### config.mk
export PLATFORM = sky130hd
export DESIGN_NAME = asie_top
export DESIGN_NICKNAME = d
export VERILOG_FILES = /design/src/rtl/asie_flag_bit.v /design/src/rtl/asie_top.v
export VERILOG_INCLUDE_DIRS = /design/src /design/src/rtl
export SDC_FILE = /design/constraint.sdc
export NUM_CORES = 1
export LEC_CHECK = 0
export BUFFER_PORTS_ARGS = -buffer_cell sky130_fd_sc_hd__buf_2
export CORE_MARGIN = 2
export CORE_UTILIZATION = 54
export DETAILED_ROUTE_END_ITERATION = 7
export PLACE_DENSITY = 0.88
export SETUP_SLACK_MARGIN = 0.4
export SYNTH_ARGS = -nofsm -noshare
export SYNTH_HDL_FRONTEND = slang
export SYNTH_SLANG_ARGS = --single-unit
### constraint.sdc
create_clock -name clk_sys -period 4.4 [get_ports clk_sys]
set_clock_uncertainty 0.15 [all_clocks]
set_input_delay 1.32 -clock clk_sys [delete_from_list [all_inputs] [get_ports clk_sys]]
set_output_delay 1.32 -clock clk_sys [all_outputs]
set_load 0.01 [all_outputs]
### src/rtl/asie_regs.vh
// Constants for the ADC event flag and interrupt mask block.
// Assumes inclusion by its bare name from the design files.
//
// Summary of operation
// RL1 - Sequence-complete flag, bit 1, sets after one full sequence iteration.
// RL2 - Sequence-complete clears on flags read, launch write, or slot 52 wrap.
// RL3 - Conversion-ready flag, bit 0, sets on each new result; read clears.
// RL4 - Mask bits 23..16 gate channel 7..0 over-range flags onto interrupt.
// RL5 - Mask bits 15..8 gate channel 7..0 under-range flags onto interrupt.
// RL6 - Mask bit 7 gates the gain calibration over-range flag.
// RL7 - Mask bit 4 gates the unread-result flag.
// RL8 - Mask bit 3 gates the delay-finished flag.
// RL9 - Mask bit 2 gates the calibration-complete flag.
// RL10 - Mask bit 1 gates the sequence-complete flag.
// RL11 - Mask bit 0 resets to one; all other mask bits reset to zero.
// RL12 - Range flags set on violation and clear when the flags are read.
// RL13 - Delay-finished flag, bit 3, sets on wait done; read or write clears.
// RL14 - Unread-result flag, bit 4, mirrors unread data; read does not clear.
// RL15 - Interrupt is OR of flags AND mask; bits 6 and 5 read zero.
`ifndef ASIE_REGS_VH
`define ASIE_REGS_VH

// ----------------------------------------------------------------
// Register indexes and byte addresses
// ----------------------------------------------------------------
`define ASIE_IDX_FLAGS    8'h38
`define ASIE_IDX_MASK     8'h39
`define ASIE_IDX_WAITCLR  8'h3a
`define ASIE_ADDR_FLAGS   10'h0e0
`define ASIE_ADDR_MASK    10'h0e4
`define ASIE_ADDR_WAITCLR 10'h0e8

// ----------------------------------------------------------------
// Field positions and reset values
// ----------------------------------------------------------------
`define ASIE_BIT_CONV     0
`define ASIE_BIT_SEQ      1
`define ASIE_BIT_CAL      2
`define ASIE_BIT_WAIT     3
`define ASIE_BIT_UNREAD   4
`define ASIE_BIT_SYSGOR   7
`define ASIE_LSB_UNDER    8
`define ASIE_LSB_OVER     16
`define ASIE_VALID_MASK   24'hffff9f
`define ASIE_MASK_RESET   24'h000001
`define ASIE_LAST_SLOT    6'h34

`endif

### src/rtl/asie_flag_bit.v
// One sticky event flag: set wins over clear.
// Assumes set and clear are one-cycle pulses on clk_sys.
`timescale 1ns/100ps
module asie_flag_bit (
  input  wire clk_sys,
  input  wire rst_n,
  input  wire clk_en,
  input  wire set_pls,
  input  wire clr_pls,
  output reg  flag_r
);
  // Sticky flag update
  always @(posedge clk_sys or negedge rst_n) begin
    if (!rst_n) begin
      flag_r <= 1'b0;
    end else if (clk_en) begin
      if (set_pls) begin
        flag_r <= 1'b1;
      end else if (clr_pls) begin
        flag_r <= 1'b0;
      end
    end
  end
endmodule

### src/rtl/asie_top.v
// Event flag register, interrupt mask and AXI4-Lite slave.
// Assumes event strobes are one-cycle pulses from logic on clk_sys.
//
// Chosen here: the AXI4-Lite interface to the registers.
`timescale 1ns/100ps
`include "asie_regs.vh"
module asie_top #(
  parameter CHANNELS = 8
) (
  input  wire                  clk_sys,
  input  wire                  rst_n,
  input  wire                  clk_en,
  // Event strobes
  input  wire                  conv_done_pls,
  input  wire                  seq_iter_done_pls,
  input  wire                  seq_wrap_pls,
  input  wire                  seq_launch_wr_pls,
  input  wire                  cal_done_pls,
  input  wire                  wait_done_pls,
  input  wire                  sysgor_pls,
  input  wire [CHANNELS-1:0]   over_range_pls,
  input  wire [CHANNELS-1:0]   under_range_pls,
  input  wire                  unread_result,
  output reg                   irq_r,
  // AXI4-Lite
  input  wire [9:0]            s_axi_awaddr,
  input  wire [2:0]            s_axi_awprot,
  input  wire                  s_axi_awvalid,
  output reg                   s_axi_awready,
  input  wire [31:0]           s_axi_wdata,
  input  wire [3:0]            s_axi_wstrb,
  input  wire                  s_axi_wvalid,
  output reg                   s_axi_wready,
  output reg  [1:0]            s_axi_bresp,
  output reg                   s_axi_bvalid,
  input  wire                  s_axi_bready,
  input  wire [9:0]            s_axi_araddr,
  input  wire [2:0]            s_axi_arprot,
  input  wire                  s_axi_arvalid,
  output reg                   s_axi_arready,
  output reg  [31:0]           s_axi_rdata,
  output reg  [1:0]            s_axi_rresp,
  output reg                   s_axi_rvalid,
  input  wire                  s_axi_rready
);

  // ----------------------------------------------------------------
  // Declarations
  // ----------------------------------------------------------------
  localparam [1:0] RESP_OKAY   = 2'b00;
  localparam [1:0] RESP_SLVERR = 2'b10;

  reg  [9:0]  aw_addr_r;
  reg         aw_held_r;
  reg  [31:0] w_data_r;
  reg  [3:0]  w_strb_r;
  reg         w_held_r;
  reg  [23:0] mask_r;
  reg  [23:0] mask_nxt;
  wire [23:0] flags;
  wire [23:0] set_vec;
  wire [23:0] clr_vec;
  wire        wr_go;
  wire        rd_go;
  wire        rd_flags;
  wire        wr_waitclr;

  // ----------------------------------------------------------------
  // Write channel capture
  // ----------------------------------------------------------------
  // Address and data are taken independently, in either order
  always @(posedge clk_sys or negedge rst_n) begin
    if (!rst_n) begin
      s_axi_awready <= 1'b0;
      s_axi_wready  <= 1'b0;
      aw_held_r     <= 1'b0;
      w_held_r      <= 1'b0;
      aw_addr_r     <= 10'h000;
      w_data_r      <= 32'h00000000;
      w_strb_r      <= 4'h0;
    end else if (clk_en) begin
      s_axi_awready <= 1'b0;
      s_axi_wready  <= 1'b0;
      if (s_axi_awvalid && !aw_held_r && !s_axi_awready) begin
        s_axi_awready <= 1'b1;
        aw_addr_r     <= s_axi_awaddr;
      end
      if (s_axi_awvalid && s_axi_awready) begin
        aw_held_r <= 1'b1;
      end
      if (s_axi_wvalid && !w_held_r && !s_axi_wready) begin
        s_axi_wready <= 1'b1;
        w_data_r     <= s_axi_wdata;
        w_strb_r     <= s_axi_wstrb;
      end
      if (s_axi_wvalid && s_axi_wready) begin
        w_held_r <= 1'b1;
      end
      if (wr_go) begin
        aw_held_r <= 1'b0;
        w_held_r  <= 1'b0;
      end
    end
  end

  assign wr_go = aw_held_r && w_held_r && !s_axi_bvalid;

  // Write response after both halves are in
  always @(posedge clk_sys or negedge rst_n) begin
    if (!rst_n) begin
      s_axi_bvalid <= 1'b0;
      s_axi_bresp  <= RESP_OKAY;
    end else if (clk_en) begin
      if (wr_go) begin
        s_axi_bvalid <= 1'b1;
        if (aw_addr_r[9:2] == `ASIE_IDX_MASK ||
            aw_addr_r[9:2] == `ASIE_IDX_WAITCLR ||
            aw_addr_r[9:2] == `ASIE_IDX_FLAGS) begin
          s_axi_bresp <= RESP_OKAY;
        end else begin
          s_axi_bresp <= RESP_SLVERR;
        end
      end else if (s_axi_bvalid && s_axi_bready) begin
        s_axi_bvalid <= 1'b0;
      end
    end
  end

  // ----------------------------------------------------------------
  // Interrupt mask register
  // ----------------------------------------------------------------
  // Byte-lane merge; reserved bits never store
  always @* begin
    mask_nxt = mask_r;
    if (wr_go && aw_addr_r[9:2] == `ASIE_IDX_MASK) begin
      if (w_strb_r[0]) mask_nxt[7:0]   = w_data_r[7:0];
      if (w_strb_r[1]) mask_nxt[15:8]  = w_data_r[15:8];
      if (w_strb_r[2]) mask_nxt[23:16] = w_data_r[23:16];
    end
    mask_nxt = mask_nxt & `ASIE_VALID_MASK; // [RL15]
  end

  // Mask storage; only bit 0 resets to one
  always @(posedge clk_sys or negedge rst_n) begin
    if (!rst_n) begin
      mask_r <= `ASIE_MASK_RESET; // [RL11]
    end else if (clk_en) begin
      mask_r <= mask_nxt;
    end
  end

  // ----------------------------------------------------------------
  // Read channel
  // ----------------------------------------------------------------
  assign rd_go    = s_axi_arvalid && s_axi_arready;
  assign rd_flags = rd_go && s_axi_araddr[9:2] == `ASIE_IDX_FLAGS;

  // Address ready, then data one cycle later
  always @(posedge clk_sys or negedge rst_n) begin
    if (!rst_n) begin
      s_axi_arready <= 1'b0;
      s_axi_rvalid  <= 1'b0;
      s_axi_rdata   <= 32'h00000000;
      s_axi_rresp   <= RESP_OKAY;
    end else if (clk_en) begin
      s_axi_arready <= s_axi_arvalid && !s_axi_arready && !s_axi_rvalid;
      if (rd_go) begin
        s_axi_rvalid <= 1'b1;
        s_axi_rresp  <= RESP_OKAY;
        case (s_axi_araddr[9:2])
          `ASIE_IDX_FLAGS: begin
            s_axi_rdata <= {8'h00, flags & `ASIE_VALID_MASK}; // [RL15]
          end
          `ASIE_IDX_MASK: begin
            s_axi_rdata <= {8'h00, mask_r};
          end
          `ASIE_IDX_WAITCLR: begin
            s_axi_rdata <= 32'h00000000;
          end
          default: begin
            s_axi_rdata <= 32'h00000000;
            s_axi_rresp <= RESP_SLVERR;
          end
        endcase
      end else if (s_axi_rvalid && s_axi_rready) begin
        s_axi_rvalid <= 1'b0;
      end
    end
  end

  // ----------------------------------------------------------------
  // Event flags
  // ----------------------------------------------------------------
  assign wr_waitclr = wr_go && aw_addr_r[9:2] == `ASIE_IDX_WAITCLR;

  // Set sources per bit
  assign set_vec[`ASIE_BIT_CONV]   = conv_done_pls;      // [RL3]
  assign set_vec[`ASIE_BIT_SEQ]    = seq_iter_done_pls;  // [RL1]
  assign set_vec[`ASIE_BIT_CAL]    = cal_done_pls;
  assign set_vec[`ASIE_BIT_WAIT]   = wait_done_pls;      // [RL13]
  assign set_vec[`ASIE_BIT_UNREAD] = 1'b0;
  assign set_vec[6:5]              = 2'b00;
  assign set_vec[`ASIE_BIT_SYSGOR] = sysgor_pls;
  assign set_vec[15:8]             = under_range_pls;    // [RL12]
  assign set_vec[23:16]            = over_range_pls;     // [RL12]

  // Clear sources per bit; a read clears all sticky flags
  assign clr_vec[`ASIE_BIT_CONV]   = rd_flags;           // [RL3]
  assign clr_vec[`ASIE_BIT_SEQ]    = rd_flags || seq_launch_wr_pls ||
                                     seq_wrap_pls;       // [RL2]
  assign clr_vec[`ASIE_BIT_CAL]    = rd_flags;
  assign clr_vec[`ASIE_BIT_WAIT]   = rd_flags || wr_waitclr; // [RL13]
  assign clr_vec[`ASIE_BIT_UNREAD] = 1'b0;
  assign clr_vec[6:5]              = 2'b00;
  assign clr_vec[`ASIE_BIT_SYSGOR] = rd_flags;
  assign clr_vec[15:8]             = {8{rd_flags}};      // [RL12]
  assign clr_vec[23:16]            = {8{rd_flags}};      // [RL12]

  // One sticky cell per flag; unread-result is a live level instead
  genvar gi;
  generate
    for (gi = 0; gi < 24; gi = gi + 1) begin : g_flag
      if (gi == `ASIE_BIT_UNREAD) begin : g_live
        assign flags[gi] = unread_result; // [RL14]
      end else if (gi == 5 || gi == 6) begin : g_rsvd
        assign flags[gi] = 1'b0; // [RL15]
      end else begin : g_sticky
        asie_flag_bit u_flag (
          .clk_sys (clk_sys),
          .rst_n   (rst_n),
          .clk_en  (clk_en),
          .set_pls (set_vec[gi]),
          .clr_pls (clr_vec[gi]),
          .flag_r  (flags[gi])
        );
      end
    end
  endgenerate

  // ----------------------------------------------------------------
  // Interrupt request
  // ----------------------------------------------------------------
  // Each flag gated by its mask bit, all ORed together
  always @(posedge clk_sys or negedge rst_n) begin
    if (!rst_n) begin
      irq_r <= 1'b0;
    end else if (clk_en) begin
      irq_r <= |(flags & mask_r); // [RL4] [RL5] [RL6] [RL7] [RL8] [RL9] [RL10] [RL15]
    end
  end

endmodule

==> results.yml, run 1 <==
floorplanning:
  die_h_microns: 95.8
  core-area_sq_um: 8180
  core.rowCount: 33
  io_pins: 136
  die_width_microns: 95.8
  start_util: 0.556
  dieArea_sq_um: 9170
synth:
  yosys-top-cells-count: "dfrtp_1 (107), mux2_2 (54), inv_1 (45)"
  syn_area_sq_um: 4550
  ys_ff_latch: 108
  synth_flop_cell: "dfrtp_1"
  syn_inst: 361
  synthDistinctLibCells: 36
  async_flop_share: 1.00
  yosysWarnings: 0
  synth-edff-count: 0
  synth_area_leader_cell: "dfrtp_1"
  avgSynthCellArea_sq_um: 12.6
  yosys-top-cells-area: "dfrtp_1 (59%), mux2_2 (13%), o221ai_1 (4.2%)"
  synth_top_area_share: 0.589
  seq_area_frac_synth: 0.595
  yosysMostFrequentCell: "dfrtp_1"
finish:
  area_growth_syn_to_layout_pct: 17.7
  final_net_count: 558
  diodes: 0
  utilization: 0.655
  fillers: 618
  stdcell_count: 574
  drive_gt1_frac: 0.394
clocking:
  clk_pin_slew_ns: 0.10
  cts_buffer_depth: 2
  post_cts_buffers: 0
  ctsRootBufferMaster: "clkbuf_8"
  insertion_delay_ns: 0.37
  numCtsBuffers: 9
  clock-sinks: 108
  cts_tree: "built"
  htreeDepth: 3
  hold_buffers: 0
  cts_resized: 0
global_routing:
  grt_pass1_wl_microns: 15300
  grt_max_degree: 63
  met1_usage: 0.287
  overflow: 0
  grt_pass1_vias: 3094
  antenna_found_initial: 0
  grtUsageMet3: 0.0423
  top_usage_layer: "met2"
  track_usage: 0.220
  grtUsageMet2: 0.374
timing:
  fmax_mhz: 367
  tns_ns: 0
  rsz0062_at_grt: "false"
  period_minus_slack_ns: 2.73
  hold_violations: 0
  worst_slew_pin_slew_ns: 0.793
  min_period_over_period: 0.620
  setup_viol: 0
  slew_viol_final: 0
  slew_headroom: 0.471
worst_hold_path:
  min_path_type: "reg2reg"
  hold_start: "s_axi_rresp[1]"
worst_setup_path:
  cp.arrival_ns: 2.84
  critPathCapture: "mask_r[14]"
  rrSetupSlack_ns: 2.15
  crit_type: "in2reg"
  r2r-start: "aw_addr_r[4]"
  reg2regPathDepth: 3
  crit_path_end_kind: "flop"
  cp_max_fo: 8
  crit_required_ns: 4.51
  crit_start: "clk_en"
  cp-start-kind: "input port"
  r2r_end: "mask_r[14]"
detailed_routing:
  drc: 0
  totalWireLength_microns: 9770
  vias: 3159
  drt_iter0_drc: 203
  first_pass_iters: 4
  avgRoutedWirePerCell_microns: 17.0
  vias_per_cell: 5.50
  drtAntennaViolNets: 0
placement:
  portBuffers: 102
  place.gp.congestion: 0.818
  hpwl_microns: 6790
  dp.cells: 558
status:
  outcome: "complete, no violations"
pwr:
  leakage_nw: 2.78
  power_density_nw_per_um2: 440
  max-vdd-ir-drop_uv: 218
  finalPower_w: 0.00235
run:
  max_cap_viol_count: 0
[power breakdown]
part	total, W	internal, W	leakage, nW	switching [W]
combinational	0.000416	0.000227	1.37	0.000189
sequential	0.00131	0.00119	1.31	0.000124
clock	0.000627	0.000276	0.105	0.000352
total	0.00235	0.00169	2.78	0.000664
[registers in the layout, summed over array words and instances, names as in the netlist]
register / count
aw_addr_r: 8
aw_held_r: 1
g_flag.g_sticky.u_flag.flag_r: 21
irq_r: 1
mask_r: 22
s_axi_arready: 1
s_axi_awready: 1
s_axi_bresp: 1
s_axi_bvalid: 1
s_axi_rdata: 22
s_axi_rresp: 1
s_axi_rvalid: 1
s_axi_wready: 1
w_data_r: 22
w_held_r: 1
w_strb_r: 3
[cell families after synthesis]
family	after synthesis	synth area share
compound gates	65	0.119
buf+inv	72	0.0704
flops	108	0.595
simple gates	60	0.0790
mux	55	0.136
other cells	1	0.000825
[layout make-up]
cell class              count  area [sq um]  area share
flip-flops and latches    108          2700       0.505
inverters                  45           169      0.0315
repair buffers            108           571       0.107
well taps                 105           131      0.0245
clock buffers              10           128      0.0238
multi-input cells         192          1570       0.293
clock inverters             6          81.3      0.0152
[critical path, stage by stage]
cell and delay [ns]:
buf_2 0.10, nand4b_2 0.29, nor4_4 0.71, mux2_2 0.41
[through the flow]
step	hold WS (ns)	setup slack, ns	cell area, sq um
2_1_floorplan	0.310	1.57	4590
3_3_place_gp	0.308	1.33	5140
3_5_place_dp	0.320	1.30	5140
4_1_cts	0.343	1.70	5350
5_1_grt	0.352	1.60	5350
6_report	0.335	1.67	5350
[worst min path at each step]
stage          slack [ns]        endpoint  cells after the start
2_1_floorplan        0.31      mask_r[15]                      1
3_3_place_gp         0.31  s_axi_rresp[1]                      1
3_5_place_dp         0.32  s_axi_rresp[1]                      1
4_1_cts              0.34  s_axi_rresp[1]                      1
5_1_grt              0.35  s_axi_rresp[1]                      1
6_report             0.34  s_axi_rresp[1]                      1
[layout by cell type, fill, tap and decap left out, types with 2 or more instances in the layout]
cell / Yosys / final
a21o_1: 4 / 4
a22o_1: 19 / 19
a22oi_1: 9 / 9
a31oi_1: 3 / 3
a32o_1: 2 / 2
buf_2: 4 / 101
buf_4: 12 / 6
clkbuf_8: 0 / 9
conb_1: 1 / 12
dfrtp_1: 107 / 107
inv_1: 45 / 45
inv_6: 0 / 3
mux2_2: 54 / 54
nand2_1: 34 / 34
nand3_1: 2 / 2
nand3b_1: 3 / 3
nand4_1: 3 / 3
nand4b_1: 2 / 2
nor2_1: 2 / 2
nor3_1: 2 / 2
nor4_4: 3 / 3
o21ai_0: 2 / 2
o221ai_1: 22 / 22
[per-layer routing]
layer | vias to the layer above | part of all wire
met4 | 0 | 0.014
li1 | 1457 | -
met3 | 12 | 0.052
met1 | 1596 | 0.42
met2 | 94 | 0.51
met5 | - | 0
Power figures use the tool's default switching activity.
==> run 2: changes to the inputs <==
- CORE_UTILIZATION: 54 -> 46
- PLACE_DENSITY: 0.88 -> 0.8
- clock period: 4.4 -> 2.4 ns (I/O delays scaled with it)
==> run 2 against run 1 <==
Net effect:
- final area rose by 2.5%
- global-route usage shrank 2.8 points
- critical path type is now reg2reg
- sequential share of layout area shrank 1.2 points
- register-to-register slack worse by 1.7 ns
- sequential cell count unchanged
==> results.yml, run 2 (same netlist as run 1, synthesis figures left out) <==
timing:
  min_period_over_period: 0.804
  setup_ws_ns: 0.470
  setup_viol: 0
  fmax_mhz: 518
  rsz0062_at_grt: "false"
  hold_violations: 0
  holdWs_ns: 0.134
  slew_viol_final: 0
  period_minus_slack_ns: 1.93
  tns_ns: 0
floorplanning:
  io_pins: 136
  core.rowCount: 36
  dieArea_sq_um: 10700
  die_width_microns: 103
  die_h_microns: 103
  core-area_sq_um: 9680
  start_util: 0.470
detailed_routing:
  avgRoutedWirePerCell_microns: 16.5
  drc: 0
  wl_met3_microns: 519
  drtAntennaViolNets: 0
  wl_met2_microns: 4780
  vias: 3230
  vias_per_cell: 5.31
  drt_iter0_drc: 116
  wl_met1_microns: 4440
  top_layer_used: "met4"
  totalWireLength_microns: 10000
  first_pass_iters: 4
placement:
  dp.cells: 591
  hpwl_microns: 7120
  placed_area_sq_um: 5280
  portBuffers: 102
  place.gp.congestion: 0.789
  pre_cts_slack_ns: 0.176
clocking:
  numCtsBuffers: 9
  ctsRootBufferMaster: "clkbuf_8"
  insertion_delay_ns: 0.37
  cts_buffer_depth: 2
  htreeDepth: 3
  clk_pin_slew_ns: 0.12
  hold_buffers: 0
  cts_tree: "built"
  clock-sinks: 108
  cts_resized: 0
worst_hold_path:
  min_path_type: "in2async"
worst_setup_path:
  crit_required_ns: 2.50
  cp.arrival_ns: 2.03
  reg2regPathDepth: 4
  cp-start-kind: "flop"
  r2r-start: "aw_addr_r[9]"
  crit_type: "reg2reg"
  rrSetupSlack_ns: 0.47
  r2r_end: "mask_r[14]"
  crit_path_end_kind: "flop"
  cp_max_fo: 8
finish:
  area_growth_syn_to_layout_pct: 20.7
  final_net_count: 564
  drive_gt1_frac: 0.406
  final_cell_mix: "dfrtp_1 (107), buf_2 (101), mux2_2 (51)"
  diodes: 0
  reg_top3: "mask_r x22, s_axi_rdata x22, w_data_r x22"
  final_cell_area_sq_um: 5490
  stdcell_count: 608
  layout_commonest_cell: "dfrtp_1"
global_routing:
  grt_pass1_wl_microns: 15400
  track_usage: 0.192
  antenna_found_initial: 0
  grt_max_degree: 44
  grt_pass1_vias: 3183
  overflow: 0
run:
  max_cap_viol_count: 0
pwr:
  power_density_nw_per_um2: 786
  max-vdd-ir-drop_uv: 338
  leakage_nw: 2.84
status:
  outcome: "complete, no violations"
## run 2: cell count changes in the layout (fill, tap and decap cells not counted)
cell       delta
buf_12        +3
buf_4         +3
mux2_2        -3
mux2_4        +3
bufinv_16     -1
clkbuf_1      -1
clkbuf_8      +1
inv_8         +1
nand4b_2      -1
nand4b_4      +1
nor4bb_1      -1
nor4bb_2      +1
## run 2: stage by stage
step                      total power (W)   util
after floorplan                   0.00295      -
after global placement            0.00319  0.545
after detailed placement          0.00326  0.545
after CTS                         0.00435  0.567
after global routing              0.00454  0.567
final                             0.00432  0.567
## run 2: worst max-delay path by stage
stage	slack [ns]	cells past startpoint	end	startpoint
global route	0.40	4	mask_r[14]	aw_addr_r[9]
detailed placement	0.18	5	g_flag[1].g_sticky.u_flag.flag_r	s_axi_araddr[9]
CTS	0.43	3	mask_r[1]	aw_addr_r[9]
finish	0.47	4	mask_r[14]	aw_addr_r[9]
global placement	0.25	4	mask_r[4]	clk_en
floorplan	0.34	4	mask_r[10]	clk_en
## run 2: cell type report
type | instances | area, sq um
Clock buffer | 10 | 138
Clock inverter | 6 | 62.6
Fill cell | 789 | 4200
Inverter | 45 | 169
Multi-Input combinational cell | 192 | 1600
Sequential cell | 108 | 2700
Tap cell | 133 | 166
Timing Repair Buffer | 114 | 653
## run 2: power breakdown
part	internal (W)	total, W	switching, W
Sequential	0.00218	0.00243	0.000250
Combinational	0.000444	0.000791	0.000348
Clock	0.000436	0.00110	0.000662
Total	0.00306	0.00432	0.00126
## run 2: worst max-delay path, stage by stage (launching register included)
cell     delay (ns)
dfrtp_1        0.39
or2_2          0.39
nor4_4         0.30
buf_4          0.25
mux2_2         0.35
## run 2: per-layer routing
metal | vias up | global-route usage
met2 | 106 | 0.310
li1 | 1475 | -
met4 | 0 | 0.0891
met5 | - | 0
met1 | 1625 | 0.255
met3 | 24 | 0.0316
## run 2: repair_timing
item,CTS,global route
pin swaps,1,1
endpoints found under the hold margin,0,0
buffers inserted,1,0
endpoints found under the setup margin,22,6
==> run 3: changes to the inputs <==
- CORE_UTILIZATION: 46 -> 51
- PLACE_DENSITY: 0.8 -> 0.84
- clock period: 2.4 -> 1.91 ns (I/O delays scaled with it)
==> run 3 against run 2 <==
Net effect:
- first-iteration DRC count grew to 3.5 times the previous value
- worst hold slack worse by 0.12 ns
- sequential power increased by 28%
- critical path type unchanged
==> results.yml, run 3 (same netlist as run 1, synthesis figures left out) <==
status:
  outcome: "complete, no violations"
worst_setup_path:
  crit_path_end_kind: "flop"
  r2r_end: "mask_r[22]"
  cp_max_fo: 8
  crit_type: "reg2reg"
  crit_required_ns: 2.03
  reg2regPathDepth: 5
  cp.arrival_ns: 1.99
  rrSetupSlack_ns: 0.04
  r2r-start: "s_axi_bvalid"
  cp-start-kind: "flop"
clocking:
  cts_tree: "built"
  cts_buffer_depth: 2
  numCtsBuffers: 9
  htreeDepth: 3
  ctsRootBufferMaster: "clkbuf_8"
  clk_pin_slew_ns: 0.11
  insertion_delay_ns: 0.38
  hold_buffers: 0
  clock-sinks: 108
placement:
  dp.cells: 575
  pre_cts_slack_ns: -0.128
  hpwl_microns: 7580
  portBuffers: 102
  placed_area_sq_um: 5650
  place.gp.congestion: 0.826
detailed_routing:
  vias_per_cell: 5.93
  drt_iter0_drc: 404
  avgRoutedWirePerCell_microns: 23.9
  drc: 0
  first_pass_iters: 5
  drtAntennaViolNets: 0
  vias: 3885
  totalWireLength_microns: 15600
global_routing:
  grt_pass1_vias: 3987
  grt_pass1_wl_microns: 21800
  track_usage: 0.296
  antenna_found_initial: 1
  overflow: 0
  grt_max_degree: 58
run:
  max_cap_viol_count: 0
timing:
  slew_viol_final: 0
  rsz0062_at_grt: "true"
  slew_headroom: 0.599
  setup_ws_ns: 0.0370
  fmax_mhz: 534
  period_minus_slack_ns: 1.87
  worst_slew_pin_slew_ns: 0.601
  setup_viol: 0
  min_period_over_period: 0.981
  hold_violations: 0
worst_hold_path:
  min_path_type: "in2async"
pwr:
  power_density_nw_per_um2: 912
  leakage_nw: 3.54
  max-vdd-ir-drop_uv: 672
  finalPower_w: 0.00625
finish:
  stdcell_count: 655
  reg_top3: "mask_r x22, s_axi_rdata x22, w_data_r x22"
  area_growth_syn_to_layout_pct: 50.8
  final_net_count: 636
  final_cell_mix: "dfrtp_1 (105), buf_2 (91), mux2_4 (50)"
  final_cell_area_sq_um: 6860
  layout_commonest_cell: "dfrtp_1"
  drive_gt1_frac: 0.542
floorplanning:
  core.rowCount: 34
  io_pins: 136
  dieArea_sq_um: 9690
  start_util: 0.524
  die_width_microns: 98.4
  core-area_sq_um: 8680
  die_h_microns: 98.4
## run 3: changes by cell type in the layout (fill, tap and decap cells not counted), moves of 3 or more
cell / delta
clkbuf_16: +3
o221ai_4: +3
buf_16: +10
buf_12: +6
o221ai_1: -22
a22oi_2: +4
mux2_4: +47
buf_2: -10
buf_4: +34
a22oi_1: -4
buf_6: +27
mux2_2: -46
o221ai_2: +19
## run 3: report_power, final
part | switching [W] | internal (W) | total, W | leakage [nW]
Combinational | 0.000664 | 0.00111 | 0.00177 | 2.14
Sequential | 0.000383 | 0.00274 | 0.00312 | 1.31
Clock | 0.000831 | 0.000521 | 0.00135 | 0.0898
Total | 0.00188 | 0.00437 | 0.00625 | 3.54
## run 3: what timing repair did
| action | in CTS | in global routing |
|---|---|---|
| endpoints found under the setup margin | 118 | 123 |
| pin swaps | 26 | 15 |
| resized for setup | 48 | 21 |
| buffers inserted | 36 | 15 |
| gates cloned | 10 | 3 |
## run 3: worst max-delay path: stages (launching register included)
cell and delay [ns]:
dfrtp_1 0.41, nand4b_4 0.21, buf_6 0.16, nor4_4 0.27
buf_6 0.20, mux2_2 0.36
## run 3: how the worst max path moves through the flow
stage                            end  slack (ns)    startpoint
after global routing      mask_r[22]       -0.03  s_axi_bvalid
after global placement    mask_r[12]       -0.08        clk_en
final                     mask_r[22]        0.04  s_axi_bvalid
after CTS                  mask_r[9]        0.10  aw_addr_r[4]
after floorplan           mask_r[10]      -0.005  aw_addr_r[4]
after detailed placement   mask_r[9]       -0.13        clk_en
## run 3: area by class of cell
cell class,instances,area [sq um]
diodes,1,2.50
clock buffers,10,138
clock inverters,5,42.5
fillers,468,1820
inverters,45,169
multi-input cells,192,2000
flip-flops and latches,108,2710
well taps,108,135
repair buffers,186,1660
## run 3: metal layers
metal  global-route usage  vias to the layer above  wire length [microns]
met3               0.0759                       78                   1220
li1                     -                     1621                      -
met1                0.374                     1946                   5810
met5                    0                        -                      0
met2                0.492                      240                   7650
met4                0.116                        0                    950
## run 3: stage by stage
step,hold WS (ns),util,TNS (ns)
finish,0.0172,0.790,0
global route,0.0412,0.790,-0.0428
CTS,0.0208,0.753,0
detailed placement,0.324,0.651,-3.69
global placement,0.312,0.651,-1.91
floorplan,0.127,-,-0.0600
